[config.mk]
export PLATFORM = sky130hd
export DESIGN_NAME = mfid_dispatch
export DESIGN_NICKNAME = d
export VERILOG_FILES = /design/src/rtl/mfid_pkg.sv /design/src/rtl/mfid_in_sync.sv /design/src/rtl/mfid_dispatch.sv
export SDC_FILE = /design/constraint.sdc
export NUM_CORES = 1
export LEC_CHECK = 0
export BUFFER_PORTS_ARGS = -buffer_cell sky130_fd_sc_hd__buf_2
export CORE_MARGIN = 3
export CORE_UTILIZATION = 25
export DETAILED_ROUTE_END_ITERATION = 16
export SYNTH_ARGS = -nofsm -noshare
export SYNTH_HDL_FRONTEND = slang
export SYNTH_SLANG_ARGS = --single-unit
export TNS_END_PERCENT = 1
[constraint.sdc]
create_clock -name mclk -period 2.38 [get_ports mclk]
set_input_delay 0.476 -clock mclk [delete_from_list [all_inputs] [get_ports mclk]]
set_output_delay 0.476 -clock mclk [all_outputs]
set_load 0.01 [all_outputs]
[src/rtl/mfid_pkg.sv]
// shared constants, register map and carrier types of the input dispatch block
package mfid_pkg;
	localparam int MFID_CODE_W = 8;
	localparam int MFID_MAX_TERM = 4;
	localparam int MFID_EV_W = 5;

	// function codes of a multifunction_input_terminal
	localparam logic [7:0] MFID_CODE_REV_JOG = 8'h19;
	localparam logic [7:0] MFID_CODE_EMERG = 8'h1c;
	localparam logic [7:0] MFID_CODE_CURVE1 = 8'h1d;
	localparam logic [7:0] MFID_CODE_CURVE2 = 8'h1e;
	localparam logic [7:0] MFID_CODE_NV_BLOCK = 8'h26;
	localparam logic [7:0] MFID_CODE_COAST = 8'h28;
	localparam logic [7:0] MFID_CODE_HAND = 8'h29;
	localparam logic [7:0] MFID_CODE_AUTO = 8'h2a;

	// apb register byte addresses
	localparam int MFID_AW = 8;
	localparam logic [7:0] MFID_OFS_FUNC = 8'h00;
	localparam logic [7:0] MFID_OFS_CTRL = 8'h04;
	localparam logic [7:0] MFID_OFS_NVREQ = 8'h08;
	localparam logic [7:0] MFID_OFS_STATUS = 8'h0c;
	localparam logic [7:0] MFID_OFS_IRQ_STAT = 8'h10;
	localparam logic [7:0] MFID_OFS_IRQ_MASK = 8'h14;

	// reset values
	localparam logic [31:0] MFID_RST_FUNC = 32'h00000000;
	localparam logic [3:0] MFID_RST_CTRL = 4'h0;
	localparam logic [4:0] MFID_RST_MASK = 5'h00;

	// control and nv request register fields
	localparam int MFID_CTRL_RUN = 0;
	localparam int MFID_CTRL_SRC_EXT = 1;
	localparam int MFID_CTRL_TORQUE = 2;
	localparam int MFID_CTRL_VF = 3;
	localparam int MFID_NVREQ_GO = 0;

	// status register fields
	localparam int MFID_ST_RUN = 0;
	localparam int MFID_ST_JOG = 1;
	localparam int MFID_ST_FAULT = 2;
	localparam int MFID_ST_COAST = 3;
	localparam int MFID_ST_CURVE1 = 4;
	localparam int MFID_ST_CURVE2 = 5;
	localparam int MFID_ST_TORQUE = 6;
	localparam int MFID_ST_NV_BLOCK = 7;
	localparam int MFID_ST_HAND = 8;
	localparam int MFID_ST_AUTO = 9;
	localparam int MFID_ST_STOPPING = 10;
	localparam int MFID_ST_TERM = 16;

	// event / interrupt bits
	localparam int MFID_EV_FAULT = 0;
	localparam int MFID_EV_COAST = 1;
	localparam int MFID_EV_HAND_STOP = 2;
	localparam int MFID_EV_MODE = 3;
	localparam int MFID_EV_NV_REFUSED = 4;

	typedef enum logic [1:0] {MFID_MODE_OFF, MFID_MODE_HAND, MFID_MODE_AUTO, MFID_MODE_STOPPING}
		mfid_mode_t;

	typedef struct packed {
		logic run;
		logic jog_rev;
		logic gate_on;
		logic torque_mode;
		logic curve_first;
		logic curve_second;
		logic fault_ind;
		logic hand;
		logic auto_op;
	} mfid_drive_t;
endpackage

[src/rtl/mfid_in_sync.sv]
// two-stage synchroniser with level and edge outputs for terminal pins
`timescale 1ns/10ps
module mfid_in_sync
	import mfid_pkg::*;
#(
	parameter int W = 5
)
(
	input wire logic mclk,
	input wire logic resetn,
	input wire logic [W-1:0] pin,
	output logic [W-1:0] level,
	output logic [W-1:0] rise,
	output logic [W-1:0] fall
);
	typedef struct packed {
		logic [W-1:0] meta;
		logic [W-1:0] cur;
		logic [W-1:0] prev;
	} mfid_sync_t;

	mfid_sync_t s;
	mfid_sync_t next_s;

	initial
	begin
		if (W < 1)
			$error("mfid_in_sync: W must be at least 1");
	end

	always_comb
	begin
		next_s.meta = pin;
		next_s.cur = s.meta;
		next_s.prev = s.cur;
	end

	always_ff @(posedge mclk or negedge resetn)
	begin
		if (!resetn)
			s <= '0;
		else
			s <= next_s;
	end

	// meta feeds only cur; edges compare the two settled stages
	assign level = s.cur;
	assign rise = s.cur & ~s.prev;
	assign fall = ~s.cur & s.prev;
endmodule

[src/rtl/mfid_dispatch.sv]
// multifunction input dispatch: terminal function decode, drive control, apb registers
//
// How it works
// - code 25 terminal on runs reverse jog, only with external run source.
// - jog in torque control uses speed control, torque returns after jog.
// - code 28 on stops output at once, motor coasts, emergency fault shown.
// - emergency fault holds stop until input removed and keypad reset given.
// - in v/f control, code 29 on selects the first curve.
// - in v/f control, code 30 on selects the second curve.
// - code 38 on blocks every nonvolatile parameter write.
// - code 40 on during operation removes output, motor coasts to stop.
// - hand terminal (code 41) turning off acts as a stop command.
// - hand/auto selection change stops drive first, then enters new mode.
//
// Our own choices: the APB register port and the address map.
`timescale 1ns/10ps
module mfid_dispatch
	import mfid_pkg::*;
#(
	parameter int NUM_TERM = 4
)
(
	input wire logic mclk,
	input wire logic resetn,
	input wire logic psel,
	input wire logic penable,
	input wire logic pwrite,
	input wire logic [MFID_AW-1:0] paddr,
	input wire logic [31:0] pwdata,
	output logic [31:0] prdata,
	output logic pready,
	output logic pslverr,
	input wire logic [NUM_TERM-1:0] term_in,
	input wire logic keypad_reset,
	input wire logic motor_stopped,
	output mfid_drive_t drive_ctl,
	output logic nv_write,
	output logic irq
);
	localparam int FW = NUM_TERM * MFID_CODE_W;

	typedef struct packed {
		logic [FW-1:0] func;
		logic [3:0] ctrl;
		logic fault;
		mfid_mode_t mode;
		mfid_mode_t target;
		mfid_drive_t drv;
		logic nv_write;
		logic [MFID_EV_W-1:0] irq_stat;
		logic [MFID_EV_W-1:0] irq_mask;
		logic irq;
		logic ready;
		logic slverr;
		logic [31:0] rdata;
	} mfid_state_t;

	mfid_state_t s;
	mfid_state_t next_s;
	logic [NUM_TERM:0] in_level;
	logic [NUM_TERM:0] in_rise;
	logic [NUM_TERM:0] in_fall;

	initial
	begin
		if (NUM_TERM < 1 || NUM_TERM > MFID_MAX_TERM)
			$error("mfid_dispatch: NUM_TERM must be 1 to 4");
	end

	// pins come from switch contacts, outside the clock domain
	mfid_in_sync #(.W(NUM_TERM + 1)) u_sync
	(
		.mclk(mclk),
		.resetn(resetn),
		.pin({keypad_reset, term_in}),
		.level(in_level),
		.rise(in_rise),
		.fall(in_fall)
	);

	always_comb
	begin
		logic [7:0] code;
		logic act_jog;
		logic act_emerg;
		logic act_c1;
		logic act_c2;
		logic act_nv;
		logic act_coast;
		logic rise_coast;
		logic hand_on;
		logic hand_fall;
		logic auto_on;
		logic kp_rise;
		logic access;
		logic wr;
		logic running;
		logic jog;
		logic run_out;
		mfid_mode_t want;
		logic [MFID_EV_W-1:0] ev;
		logic [MFID_EV_W-1:0] w1c;
		logic [31:0] st;
		code = 8'h00;
		act_jog = 1'b0;
		act_emerg = 1'b0;
		act_c1 = 1'b0;
		act_c2 = 1'b0;
		act_nv = 1'b0;
		act_coast = 1'b0;
		rise_coast = 1'b0;
		hand_on = 1'b0;
		hand_fall = 1'b0;
		auto_on = 1'b0;
		kp_rise = in_rise[NUM_TERM];
		access = 1'b0;
		wr = 1'b0;
		running = 1'b0;
		jog = 1'b0;
		run_out = 1'b0;
		want = MFID_MODE_OFF;
		st = '0;
		ev = '0;
		w1c = '0;
		next_s = s;
		next_s.nv_write = 1'b0;

		// route each terminal by its own code; other codes fall through unused
		for (int i = 0; i < NUM_TERM; i++)
		begin
			code = s.func[i*MFID_CODE_W +: MFID_CODE_W];
			unique case (code)
				MFID_CODE_REV_JOG: act_jog = act_jog | in_level[i];
				MFID_CODE_EMERG: act_emerg = act_emerg | in_level[i];
				MFID_CODE_CURVE1: act_c1 = act_c1 | in_level[i];
				MFID_CODE_CURVE2: act_c2 = act_c2 | in_level[i];
				MFID_CODE_NV_BLOCK: act_nv = act_nv | in_level[i];
				MFID_CODE_COAST:
				begin
					act_coast = act_coast | in_level[i];
					rise_coast = rise_coast | in_rise[i];
				end
				MFID_CODE_HAND:
				begin
					hand_on = hand_on | in_level[i];
					hand_fall = hand_fall | in_fall[i];
				end
				MFID_CODE_AUTO: auto_on = auto_on | in_level[i];
				default: ;
			endcase
		end

		// apb: data prepared in setup, answered in the single access cycle
		access = psel & penable & s.ready;
		wr = access & pwrite;
		next_s.ready = psel & ~penable;
		next_s.slverr = 1'b0;
		if (wr)
		begin
			unique case (paddr)
				MFID_OFS_FUNC: next_s.func = pwdata[FW-1:0];
				MFID_OFS_CTRL: next_s.ctrl = pwdata[3:0];
				MFID_OFS_NVREQ:
				begin
					if (pwdata[MFID_NVREQ_GO])
					begin
						if (act_nv)
							ev[MFID_EV_NV_REFUSED] = 1'b1;
						else
							next_s.nv_write = 1'b1;
					end
				end
				MFID_OFS_IRQ_STAT: w1c = pwdata[MFID_EV_W-1:0];
				MFID_OFS_IRQ_MASK: next_s.irq_mask = pwdata[MFID_EV_W-1:0];
				default: ;
			endcase
		end

		// emergency fault: set wins over a keypad reset in the same cycle
		if (act_emerg)
		begin
			if (!s.fault)
				ev[MFID_EV_FAULT] = 1'b1;
			next_s.fault = 1'b1;
		end
		else if (kp_rise)
			next_s.fault = 1'b0;
		running = s.drv.run;

		// hand/auto selection; both or neither counts as off
		if (hand_on && !auto_on)
			want = MFID_MODE_HAND;
		else if (auto_on && !hand_on)
			want = MFID_MODE_AUTO;
		else
			want = MFID_MODE_OFF;
		unique case (s.mode)
			MFID_MODE_STOPPING:
			begin
				next_s.target = want;
				next_s.ctrl[MFID_CTRL_RUN] = 1'b0;
				if (motor_stopped && !running)
				begin
					next_s.mode = want;
					ev[MFID_EV_MODE] = 1'b1;
				end
			end
			default:
			begin
				if (want != s.mode)
				begin
					next_s.mode = MFID_MODE_STOPPING;
					next_s.target = want;
					next_s.ctrl[MFID_CTRL_RUN] = 1'b0;
				end
			end
		endcase

		// hand terminal dropping is a stop command
		if (hand_fall)
		begin
			next_s.ctrl[MFID_CTRL_RUN] = 1'b0;
			if (running)
				ev[MFID_EV_HAND_STOP] = 1'b1;
		end
		// coasting while running drops the run request so the motor stays stopped
		if (act_coast && running)
		begin
			next_s.ctrl[MFID_CTRL_RUN] = 1'b0;
			if (rise_coast)
				ev[MFID_EV_COAST] = 1'b1;
		end
		if (act_emerg)
			next_s.ctrl[MFID_CTRL_RUN] = 1'b0;

		// a software write to the run bit in this cycle still yields to the stops above
		jog = act_jog & s.ctrl[MFID_CTRL_SRC_EXT] & ~next_s.fault & ~act_coast
			& (next_s.mode != MFID_MODE_STOPPING);
		run_out = (next_s.ctrl[MFID_CTRL_RUN] | jog) & ~next_s.fault & ~act_coast
			& (next_s.mode != MFID_MODE_STOPPING);
		next_s.drv.run = run_out;
		next_s.drv.jog_rev = jog;
		next_s.drv.gate_on = run_out & ~next_s.fault & ~act_coast;
		next_s.drv.torque_mode = s.ctrl[MFID_CTRL_TORQUE] & ~jog;
		// first curve wins when both curve inputs are on
		next_s.drv.curve_first = s.ctrl[MFID_CTRL_VF] & act_c1;
		next_s.drv.curve_second = s.ctrl[MFID_CTRL_VF] & act_c2 & ~act_c1;
		next_s.drv.fault_ind = next_s.fault;
		next_s.drv.hand = (next_s.mode == MFID_MODE_HAND);
		next_s.drv.auto_op = (next_s.mode == MFID_MODE_AUTO);

		// sticky events: a new event beats a same-cycle clear
		next_s.irq_stat = (s.irq_stat & ~w1c) | ev;
		next_s.irq = |(next_s.irq_stat & next_s.irq_mask);

		st = '0;
		st[MFID_ST_RUN] = s.drv.run;
		st[MFID_ST_JOG] = s.drv.jog_rev;
		st[MFID_ST_FAULT] = s.fault;
		st[MFID_ST_COAST] = act_coast;
		st[MFID_ST_CURVE1] = s.drv.curve_first;
		st[MFID_ST_CURVE2] = s.drv.curve_second;
		st[MFID_ST_TORQUE] = s.drv.torque_mode;
		st[MFID_ST_NV_BLOCK] = act_nv;
		st[MFID_ST_HAND] = s.drv.hand;
		st[MFID_ST_AUTO] = s.drv.auto_op;
		st[MFID_ST_STOPPING] = (s.mode == MFID_MODE_STOPPING);
		st[MFID_ST_TERM +: NUM_TERM] = in_level[NUM_TERM-1:0];

		next_s.rdata = '0;
		if (psel && !penable)
		begin
			unique case (paddr)
				MFID_OFS_FUNC: next_s.rdata[FW-1:0] = s.func;
				MFID_OFS_CTRL: next_s.rdata[3:0] = s.ctrl;
				MFID_OFS_NVREQ: next_s.rdata = '0;
				MFID_OFS_STATUS: next_s.rdata = st;
				MFID_OFS_IRQ_STAT: next_s.rdata[MFID_EV_W-1:0] = s.irq_stat;
				MFID_OFS_IRQ_MASK: next_s.rdata[MFID_EV_W-1:0] = s.irq_mask;
				default: next_s.slverr = 1'b1;
			endcase
		end
		else if (access)
			next_s.rdata = '0;
		else
			next_s.rdata = s.rdata;
	end

	always_ff @(posedge mclk or negedge resetn)
	begin
		if (!resetn)
		begin
			s <= '0;
			s.func <= MFID_RST_FUNC[FW-1:0];
			s.ctrl <= MFID_RST_CTRL;
			s.irq_mask <= MFID_RST_MASK;
			s.mode <= MFID_MODE_OFF;
			s.target <= MFID_MODE_OFF;
		end
		else
			s <= next_s;
	end

	assign prdata = s.rdata;
	assign pready = s.ready;
	assign pslverr = s.slverr;
	assign drive_ctl = s.drv;
	assign nv_write = s.nv_write;
	assign irq = s.irq;
endmodule

==> impl_metrics.py, run 1 <==
metrics = {
    "logic_synthesis": {
        "synth_cell_types": 71,
        "synth-seq-area-share": 0.521,
        "syn_nets": 498,
        "avgSynthCellArea_sq_um": 11.6,
        "async_flop_share": 1.00,
        "synthCells": 447,
        "yosys_most_used_dff": "dfrtp_1",
        "ys_warn_count": 0,
        "syn_area_sq_um": 5190,
        "synth_seq_cells": 108,
        "synth_edf_count": 0,
    },
    "global_routing": {
        "grt_max_degree": 109,
        "grt_pass1_wl_mm": 21.6,
        "first_global_vias": 3742,
        "grt_usage": 0.125,
        "gr-total-overflow": 0,
        "antenna_found_initial": 2,
    },
    "cts": {
        "htree_levels": 3,
        "clk_pin_slew_ns": 0.08,
        "cts_tree": "done",
        "cts_root_buf": "clkbuf_16",
        "numCtsBuffers": 9,
        "clockBufferDepth": 2,
        "cts_sinks": 108,
        "insertion_delay_ns": 0.36,
    },
    "flow_run": {
        "drv_cap": 0,
    },
    "finish": {
        "area_delta_synth_final_pct": 21.7,
        "nFillCells": 2101,
        "final_common_cell": "dfrtp_1",
        "layout_common_cells": "dfrtp_1, buf_2, nand2_1",
        "nNetsFinal": 588,
        "drive_above_1_share": 0.413,
    },
    "pwr": {
        "peakVddDrop_v": 0.000300,
        "power-per-cell-area_nw_per_um2": 587,
        "total_leakage_power_nw": 3.04,
    },
    "sta": {
        "rsz0062_at_grt": "true",
        "tightestPinTransition_ns": 0.683,
        "slew_viol_final": 0,
        "min_period_ns": 2.44,
        "finalWorstSetupSlack_ns": -0.0578,
        "worst_slew_margin_rel": 0.540,
        "setup_violations": 6,
        "timing.final.crit_share": 1.02,
        "timing.final.hold_violations": 0,
        "clock_skew_ns": 0.0100,
        "hold-worst-slack_ns": 0.159,
        "max_clock_freq_mhz": 410,
    },
    "critical_path": {
        "crit_fanout": 4,
        "end_kind": "flop",
        "arrival_ns": 2.68,
        "max_stage_delay_ns": 0.58,
        "cpLargestDelayFamily": "simple AND/OR/NAND/NOR gates",
        "path_cells": "or4b_4, or3_4, nand4_4, a31oi_4, or3b_1, and3_4, o31a_1",
        "cp.required_ns": 2.62,
        "critPathSlowestCell": "or4b_4",
        "worst-path-buf-inv": 0,
        "path_class": "reg -> reg",
        "critPathLaunchType": "flop",
    },
    "floorplan": {
        "coreArea_sq_um": 20300,
        "pin_count": 96,
        "die_area_sq_um": 22500,
        "num_rows": 52,
        "die_y_um": 150,
        "start_util": 0.256,
        "die_w_um": 150,
    },
    "outcome": {
        "outcome": "complete, but fails checks",
        "violations": "negative setup slack",
    },
    "routing": {
        "vias": 3743,
        "routedWlPerCell_um": 17.1,
        "final_antenna_net_count": 0,
        "viasPerCell": 4.60,
        "dr.first_iter.drc_count": 299,
        "finalWirelength_mm": 13.9,
        "drcViolationCount": 0,
        "drtPass1Iterations": 4,
    },
    "place": {
        "gp_congestion": 0.883,
        "post-place-ws_ns": -0.0227,
        "hpwl_mm": 10.7,
        "io_buffers": 95,
    },
    "hold_path": {
        "hp-class": "in -> async",
    },
}
-- cell families (layout without fill, tap and decap cells) --
group | Yosys count | count (layout) | synth area share
DFF | 108 | 108 | 0.521
and+or+nand+nor | 138 | 138 | 0.172
buffers and inverters | 69 | 164 | 0.0825
muxes | 42 | 42 | 0.0904
AOI/OAI and AO/OA | 87 | 87 | 0.129
xor gates and xnor gates | 3 | 3 | 0.00506
other | 0 | 2 | 0
-- layer usage --
layer	wire, um	global-route usage	share of wire	up-vias
li1	-	-	-	1787
met1	6530	0.173	0.47	1836
met2	6330	0.191	0.45	97
met3	797	0.0273	0.057	19
met4	260	0.0494	0.019	4
met5	21	0	0.0015	-
-- worst paths after layout --
kind                            slack, ns               end        startpoint  cells past startpoint
worst min register to register       0.35   u_sync.level[1]  u_sync.next_s[6]                      0
worst max-delay path                -0.06      drive_ctl[5]             s[86]                      7
min in group mclk                    0.22  u_sync.next_s[8]        term_in[3]                      1
max in group asynchronous            1.72      drive_ctl[4]            resetn                      2
worst min-delay path                 0.16        prdata[21]            resetn                      2
worst max register to register      -0.06      drive_ctl[5]             s[86]                      7
-- synth_stat cells, types with 3 or more instances --
| master | count | share of area |
|---|---|---|
| buf_2 | 4 | 0.0039 |
| clkbuf_1 | 10 | 0.0072 |
| buf_4 | 41 | 0.059 |
| a221oi_1 | 5 | 0.0084 |
| and2b_2 | 4 | 0.0068 |
| nor2_1 | 7 | 0.0051 |
| nand2_1 | 40 | 0.029 |
| nor4_1 | 4 | 0.0048 |
| dfrtp_1 | 108 | 0.52 |
| and4_1 | 4 | 0.0068 |
| and3_1 | 4 | 0.0048 |
| nor2b_1 | 6 | 0.0072 |
| nor3_1 | 6 | 0.0058 |
| nor4b_2 | 3 | 0.0087 |
| a211oi_1 | 5 | 0.0072 |
| nand2b_1 | 3 | 0.0036 |
| a22oi_1 | 9 | 0.013 |
| nand4b_1 | 3 | 0.0051 |
| mux2i_1 | 3 | 0.0058 |
| nand4_1 | 5 | 0.0060 |
| mux2_2 | 39 | 0.085 |
| and2_1 | 5 | 0.0060 |
| o21ai_0 | 23 | 0.022 |
| nand3b_1 | 4 | 0.0058 |
| a22o_1 | 21 | 0.035 |
| inv_1 | 12 | 0.0087 |
| nand3_1 | 11 | 0.011 |
-- stage by stage --
stage	util	TNS (ns)	instance area, sq um	std cells	power [mW]
global placement	0.294	0	5960	795	2.29
detailed placement	0.294	-0.0291	5960	795	2.30
floorplan	-	-0.234	5190	447	2.14
finish	0.311	-0.163	6310	814	3.71
CTS	0.309	-0.0255	6270	812	3.76
global route	0.311	-0.676	6310	812	3.86
-- sequential cells by signal, indices dropped and copies added, names as in the netlist --
name,count
u_sync.level,5
drive_ctl,9
pready,1
u_sync.s,5
s,48
nv_write,1
u_sync.next_s,5
irq,1
pslverr,1
prdata,32
-- cell type report --
type                    instances  area [sq um]  share of cell area
flip-flops and latches        108          2700               0.428
multi-input cells             270          2110               0.334
repair buffers                136           831               0.132
well taps                     270           338              0.0535
clock buffers                   9           225              0.0357
clock inverters                 7          60.1             0.00951
inverters                      12          45.0             0.00713
diodes                          2          5.00            0.000793
-- power breakdown --
group          switching [mW]  leakage, nW  internal [mW]
Sequential             0.0639         1.44           1.88
Combinational           0.175         1.46          0.142
Clock                   0.719        0.139          0.727
Total                   0.958         3.04           2.75
-- repair_timing --
action / CTS / global route
pin swaps: 1 / 4
hold buffers: 0 / 0
endpoints found under the setup margin: 4 / 9
setup buffers: 1 / 1
gates resized for setup: 3 / 7
hold endpoints to repair: 0 / 0
Power figures use the tool's default switching activity.
==> inputs of run 2 (changes only) <==
--- a/config.mk
+++ b/config.mk
@@ -6,9 +6,13 @@
 export NUM_CORES = 1
 export LEC_CHECK = 0
 export BUFFER_PORTS_ARGS = -buffer_cell sky130_fd_sc_hd__buf_2
+export CELL_PAD_IN_SITES_DETAIL_PLACEMENT = 1
+export CELL_PAD_IN_SITES_GLOBAL_PLACEMENT = 2
 export CORE_MARGIN = 3
 export CORE_UTILIZATION = 25
 export DETAILED_ROUTE_END_ITERATION = 16
+export PLACE_DENSITY_LB_ADDON = 0.1
+export REMOVE_ABC_BUFFERS = 1
 export SYNTH_ARGS = -nofsm -noshare
 export SYNTH_HDL_FRONTEND = slang
 export SYNTH_SLANG_ARGS = --single-unit
==> constraint.sdc (replaced) <==
create_clock -name mclk -period 2.38 [get_ports mclk]
set_input_delay 0.476 -clock mclk [delete_from_list [all_inputs] [get_ports mclk]]
set_output_delay 0.476 -clock mclk [all_outputs]
set_load 0.005 [all_outputs]
==> run 2 against run 1 <==
Net effect: the run still ends with negative setup slack left; utilization grew 0.66 points; critical path depth stayed put; power increased by 4.7%; critical endpoint unchanged; largest cell class unchanged; highest routed layer is now met4.
==> impl_metrics.py, run 2 (same netlist as run 1, synthesis figures left out) <==
metrics = {
    "floorplan": {
        "die_y_um": 150,
        "num_rows": 52,
        "start_util": 0.256,
        "die_w_um": 150,
        "pin_count": 96,
        "die_area_sq_um": 22500,
        "coreArea_sq_um": 20300,
    },
    "finish": {
        "design_area_sq_um": 6450,
        "area_delta_synth_final_pct": 24.3,
        "final_common_cell": "dfrtp_1",
        "insertedDiodeCount": 0,
        "layout_common_cells": "dfrtp_1, buf_2, buf_4",
        "largest_register_ffs": 48,
        "nNetsFinal": 596,
        "largest_register": "s",
        "drive_above_1_share": 0.436,
        "utilization": 0.318,
    },
    "pwr": {
        "combPwrFrac": 0.088,
        "intPower_mw": 2.90,
        "power-per-cell-area_nw_per_um2": 602,
        "finalPower_mw": 3.88,
        "power_frac_clock": 0.413,
        "total_leakage_power_nw": 3.11,
        "swShare": 0.253,
        "power_frac_seq": 0.499,
        "switching_power_uw": 983,
        "peakVddDrop_v": 0.000289,
    },
    "routing": {
        "routedWlPerCell_um": 19.1,
        "final_antenna_net_count": 0,
        "dr.first_iter.drc_count": 213,
        "drcViolationCount": 0,
        "drtPass1Iterations": 4,
        "finalWirelength_mm": 15.7,
        "vias": 3808,
        "viasPerCell": 4.64,
    },
    "cts": {
        "cts_sinks": 108,
        "cts_root_buf": "clkbuf_16",
        "clockBufferDepth": 2,
        "numCtsBuffers": 9,
        "cts_tree": "done",
        "htree_levels": 3,
        "insertion_delay_ns": 0.36,
        "clk_pin_slew_ns": 0.08,
    },
    "sta": {
        "clock_skew_ns": 0.0100,
        "max_clock_freq_mhz": 408,
        "finalWorstSetupSlack_ns": -0.0738,
        "timing.final.hold_violations": 0,
        "worst_slew_margin_rel": 0.322,
        "tightestPinTransition_ns": 1.01,
        "setup_violations": 4,
        "timing.final.crit_share": 1.03,
        "rsz0062_at_grt": "true",
        "slew_viol_final": 0,
        "min_period_ns": 2.45,
        "tns_ns": -0.266,
    },
    "critical_path": {
        "path_cells": "or4b_4, nor3_4, a31oi_4, nand4_1, or3b_4, and3_4, o31a_1",
        "arrival_ns": 2.69,
        "r2r_setup_slack_ns": -0.07,
        "max_stage_delay_ns": 0.58,
        "end_kind": "flop",
        "cp.required_ns": 2.62,
        "critPathSlowestCell": "or4b_4",
        "critPathLaunchType": "flop",
        "path_class": "reg -> reg",
        "crit_fanout": 4,
    },
    "place": {
        "post_dp_cell_area_sq_um": 6020,
        "post-place-ws_ns": -0.113,
        "gp_congestion": 0.802,
        "io_buffers": 95,
        "hpwl_mm": 11.9,
    },
    "flow_run": {
        "drv_cap": 0,
    },
    "global_routing": {
        "gr-total-overflow": 0,
        "first_global_vias": 4066,
        "grt_max_degree": 40,
        "grt_usage": 0.144,
        "grt_pass1_wl_mm": 24.4,
        "antenna_found_initial": 0,
    },
    "outcome": {
        "violations": "negative setup slack",
        "outcome": "complete, but fails checks",
    },
    "hold_path": {
        "hp-class": "in -> async",
    },
}
run 2: per-layer routing:
metal | wire (um) | GRT usage
met5 | 0 | 0
met2 | 7320 | 0.224
met1 | 7790 | 0.206
met3 | 451 | 0.0306
met4 | 133 | 0.0343
run 2: stage by stage:
stage / hold slack [ns] / cells
after floorplan: 0.180 / 390
after global placement: 0.336 / 801
after detailed placement: 0.336 / 801
after CTS: 0.118 / 818
after global routing: 0.131 / 820
final: 0.0999 / 820
run 2: final cells by class:
cell class	count	area [sq um]
fill	2284	13900
sequential	108	2710
multi-input combinational	270	2140
timing repair buffer	144	911
tap	270	338
clock buffer	10	239
clock inverter	6	71.3
inverter	12	45.0
run 2: critical path, delay by kind of cell, from the launching register on:
family | cells | cell delay (ns)
AOI/OAI and AO/OA | 2 | 0.29
and+or+nand+nor | 5 | 1.67
DFF | 1 | 0.38
run 2: final timing paths:
path / from / endpoint / cells after the start
setup / recovery: s[86] / drive_ctl[5] / 7
hold / removal: resetn / prdata[1] / 1
setup reg to reg: s[86] / drive_ctl[5] / 7
hold reg to reg: u_sync.next_s[9] / u_sync.level[4] / 0
max in group asynchronous: resetn / s[68] / 2
min in group mclk: term_in[1] / u_sync.next_s[6] / 1
run 2: power by group through the flow:
stage	registers (mW)	clock network [mW]	logic [mW]
after floorplan	1.96	0	0.139
after global placement	1.97	0	0.314
after detailed placement	1.97	0	0.320
after CTS	1.94	1.66	0.329
after global routing	1.94	1.75	0.382
final	1.94	1.60	0.341
run 2: repair_timing:
item	CTS	global route
resized for setup	4	16
hold buffers	0	0
pin swaps	5	4
endpoints found under the setup margin	6	10
gates cloned	0	0
setup buffers	1	2
==> inputs of run 3 (changes only) <==
--- a/config.mk
+++ b/config.mk
@@ -6,8 +6,8 @@
 export NUM_CORES = 1
 export LEC_CHECK = 0
 export BUFFER_PORTS_ARGS = -buffer_cell sky130_fd_sc_hd__buf_2
-export CELL_PAD_IN_SITES_DETAIL_PLACEMENT = 1
-export CELL_PAD_IN_SITES_GLOBAL_PLACEMENT = 2
+export CELL_PAD_IN_SITES_DETAIL_PLACEMENT = 0
+export CELL_PAD_IN_SITES_GLOBAL_PLACEMENT = 1
 export CORE_MARGIN = 3
 export CORE_UTILIZATION = 25
 export DETAILED_ROUTE_END_ITERATION = 16
==> run 3 against run 2 <==
Net effect: utilization fell by 0.32 points; first-iteration DRC count rose by 26%; worst hold slack improved by 0.12 ns; the flow still finishes with violations (negative setup slack); critical path type unchanged; design area fell by 1.0%; wire length fell by 4.3%; maximum frequency rose by 2.3%; clock skew barely moved; critical path depth did not move; non-clock buffer count fell by 1; die area did not move; highest routed layer unchanged.
==> impl_metrics.py, run 3 (same netlist as run 1, synthesis figures left out) <==
metrics = {
    "finish": {
        "utilization": 0.314,
        "insertedDiodeCount": 0,
        "nNetsFinal": 595,
        "layout_common_cells": "dfrtp_1, buf_2, buf_4",
        "final_common_cell": "dfrtp_1",
        "largest_register_ffs": 48,
        "final_cell_count_no_fill": 817,
        "largest_register": "s",
        "drive_above_1_share": 0.420,
        "area_delta_synth_final_pct": 23.0,
        "design_area_sq_um": 6380,
    },
    "pwr": {
        "power-per-cell-area_nw_per_um2": 592,
        "power_frac_seq": 0.513,
        "swShare": 0.237,
        "finalPower_mw": 3.78,
        "peakVddDrop_v": 0.000298,
        "combPwrFrac": 0.082,
        "total_leakage_power_nw": 3.09,
        "intPower_mw": 2.88,
        "power_frac_clock": 0.405,
        "switching_power_uw": 896,
    },
    "floorplan": {
        "die_y_um": 150,
        "start_util": 0.256,
        "pin_count": 96,
        "die_w_um": 150,
        "num_rows": 52,
        "coreArea_sq_um": 20300,
        "die_area_sq_um": 22500,
    },
    "sta": {
        "timing.final.crit_share": 1.01,
        "min_period_ns": 2.40,
        "tns_ns": -0.0227,
        "clock_skew_ns": 0.00972,
        "hold-worst-slack_ns": 0.217,
        "rsz0062_at_grt": "true",
        "timing.final.hold_violations": 0,
        "worst_slew_margin_rel": 0.383,
        "slew_viol_final": 0,
        "tightestPinTransition_ns": 0.917,
        "setup_violations": 4,
        "max_clock_freq_mhz": 417,
        "finalWorstSetupSlack_ns": -0.0179,
    },
    "routing": {
        "drcViolationCount": 0,
        "finalWirelength_mm": 15.0,
        "final_antenna_net_count": 0,
        "routedWlPerCell_um": 18.4,
        "viasPerCell": 4.65,
        "vias": 3803,
        "drtPass1Iterations": 4,
        "dr.first_iter.drc_count": 269,
    },
    "cts": {
        "htree_levels": 3,
        "insertion_delay_ns": 0.36,
        "cts_root_buf": "clkbuf_16",
        "cts_tree": "done",
        "clk_pin_slew_ns": 0.07,
        "clockBufferDepth": 2,
        "numCtsBuffers": 9,
        "cts_sinks": 108,
        "cts_setup_buffers": 0,
    },
    "global_routing": {
        "grt_usage": 0.139,
        "gr-total-overflow": 0,
        "grt_max_degree": 48,
        "first_global_vias": 3957,
        "grt_pass1_wl_mm": 23.4,
        "antenna_found_initial": 0,
    },
    "critical_path": {
        "cp-startpoint": "s[84]",
        "ff2ff_path_depth": 7,
        "end_kind": "flop",
        "cp.required_ns": 2.63,
        "crit_fanout": 4,
        "arrival_ns": 2.65,
        "critPathLaunchType": "flop",
        "path_class": "reg -> reg",
        "reg2reg_from": "s[84]",
    },
    "hold_path": {
        "min-delay-start": "term_in[0]",
        "hp-class": "in -> reg",
        "holdPathStages": 1,
    },
    "place": {
        "placed_cells_incl_taps": 802,
        "post-place-ws_ns": -0.103,
        "hpwl_mm": 11.5,
        "post_dp_cell_area_sq_um": 6020,
        "gp_congestion": 0.831,
        "io_buffers": 95,
    },
    "flow_run": {
        "drv_cap": 0,
    },
    "outcome": {
        "outcome": "complete, but fails checks",
        "violations": "negative setup slack",
    },
}
## run 3: area by class of cell
cell class	count	area, sq um
clock inverter	2	35.0
inverter	12	45.0
multi-input combinational	270	2130
clock buffer	12	256
tap	270	338
fill	2142	13900
timing repair buffer	143	878
sequential	108	2700
## run 3: routing by layer
metal	wire, um	vias to the layer above	global-route usage
met2	6800	78	0.208
met1	7410	1921	0.201
li1	-	1791	-
met4	231	0	0.0439
met3	584	13	0.0260
met5	0	-	0
## run 3: worst max-delay path: stages (launching register included)
cell and delay (ns):
dfrtp_1 0.38, or4b_4 0.58, or3_4 0.36, nand4_4 0.11, a31oi_4 0.04, or3b_1 0.38
and3_4 0.21, o31a_1 0.23
## run 3: final timing paths
check / slack [ns] / to
max: -0.02 / drive_ctl[5]
min: 0.22 / u_sync.next_s[5]
max reg2reg: -0.02 / drive_ctl[5]
min reg2reg: 0.35 / u_sync.level[4]
max in group asynchronous: 1.15 / s[73]
min in group asynchronous: 0.54 / pslverr
## run 3: power by group through the flow
stage	sequential [mW]	clock [mW]	combinational, mW
6_report	1.94	1.53	0.309
3_3_place_gp	1.97	0	0.297
4_1_cts	1.94	1.60	0.303
5_1_grt	1.95	1.66	0.347
3_5_place_dp	1.97	0	0.300
2_1_floorplan	1.96	0	0.139
## run 3: timing repair
action | 4_1_cts | 5_1_grt
endpoints found under the hold margin | 15 | 0
resized for setup | 3 | 8
endpoints found under the setup margin | 5 | 9
pin swaps | 4 | 4
hold buffers | 1 | 0
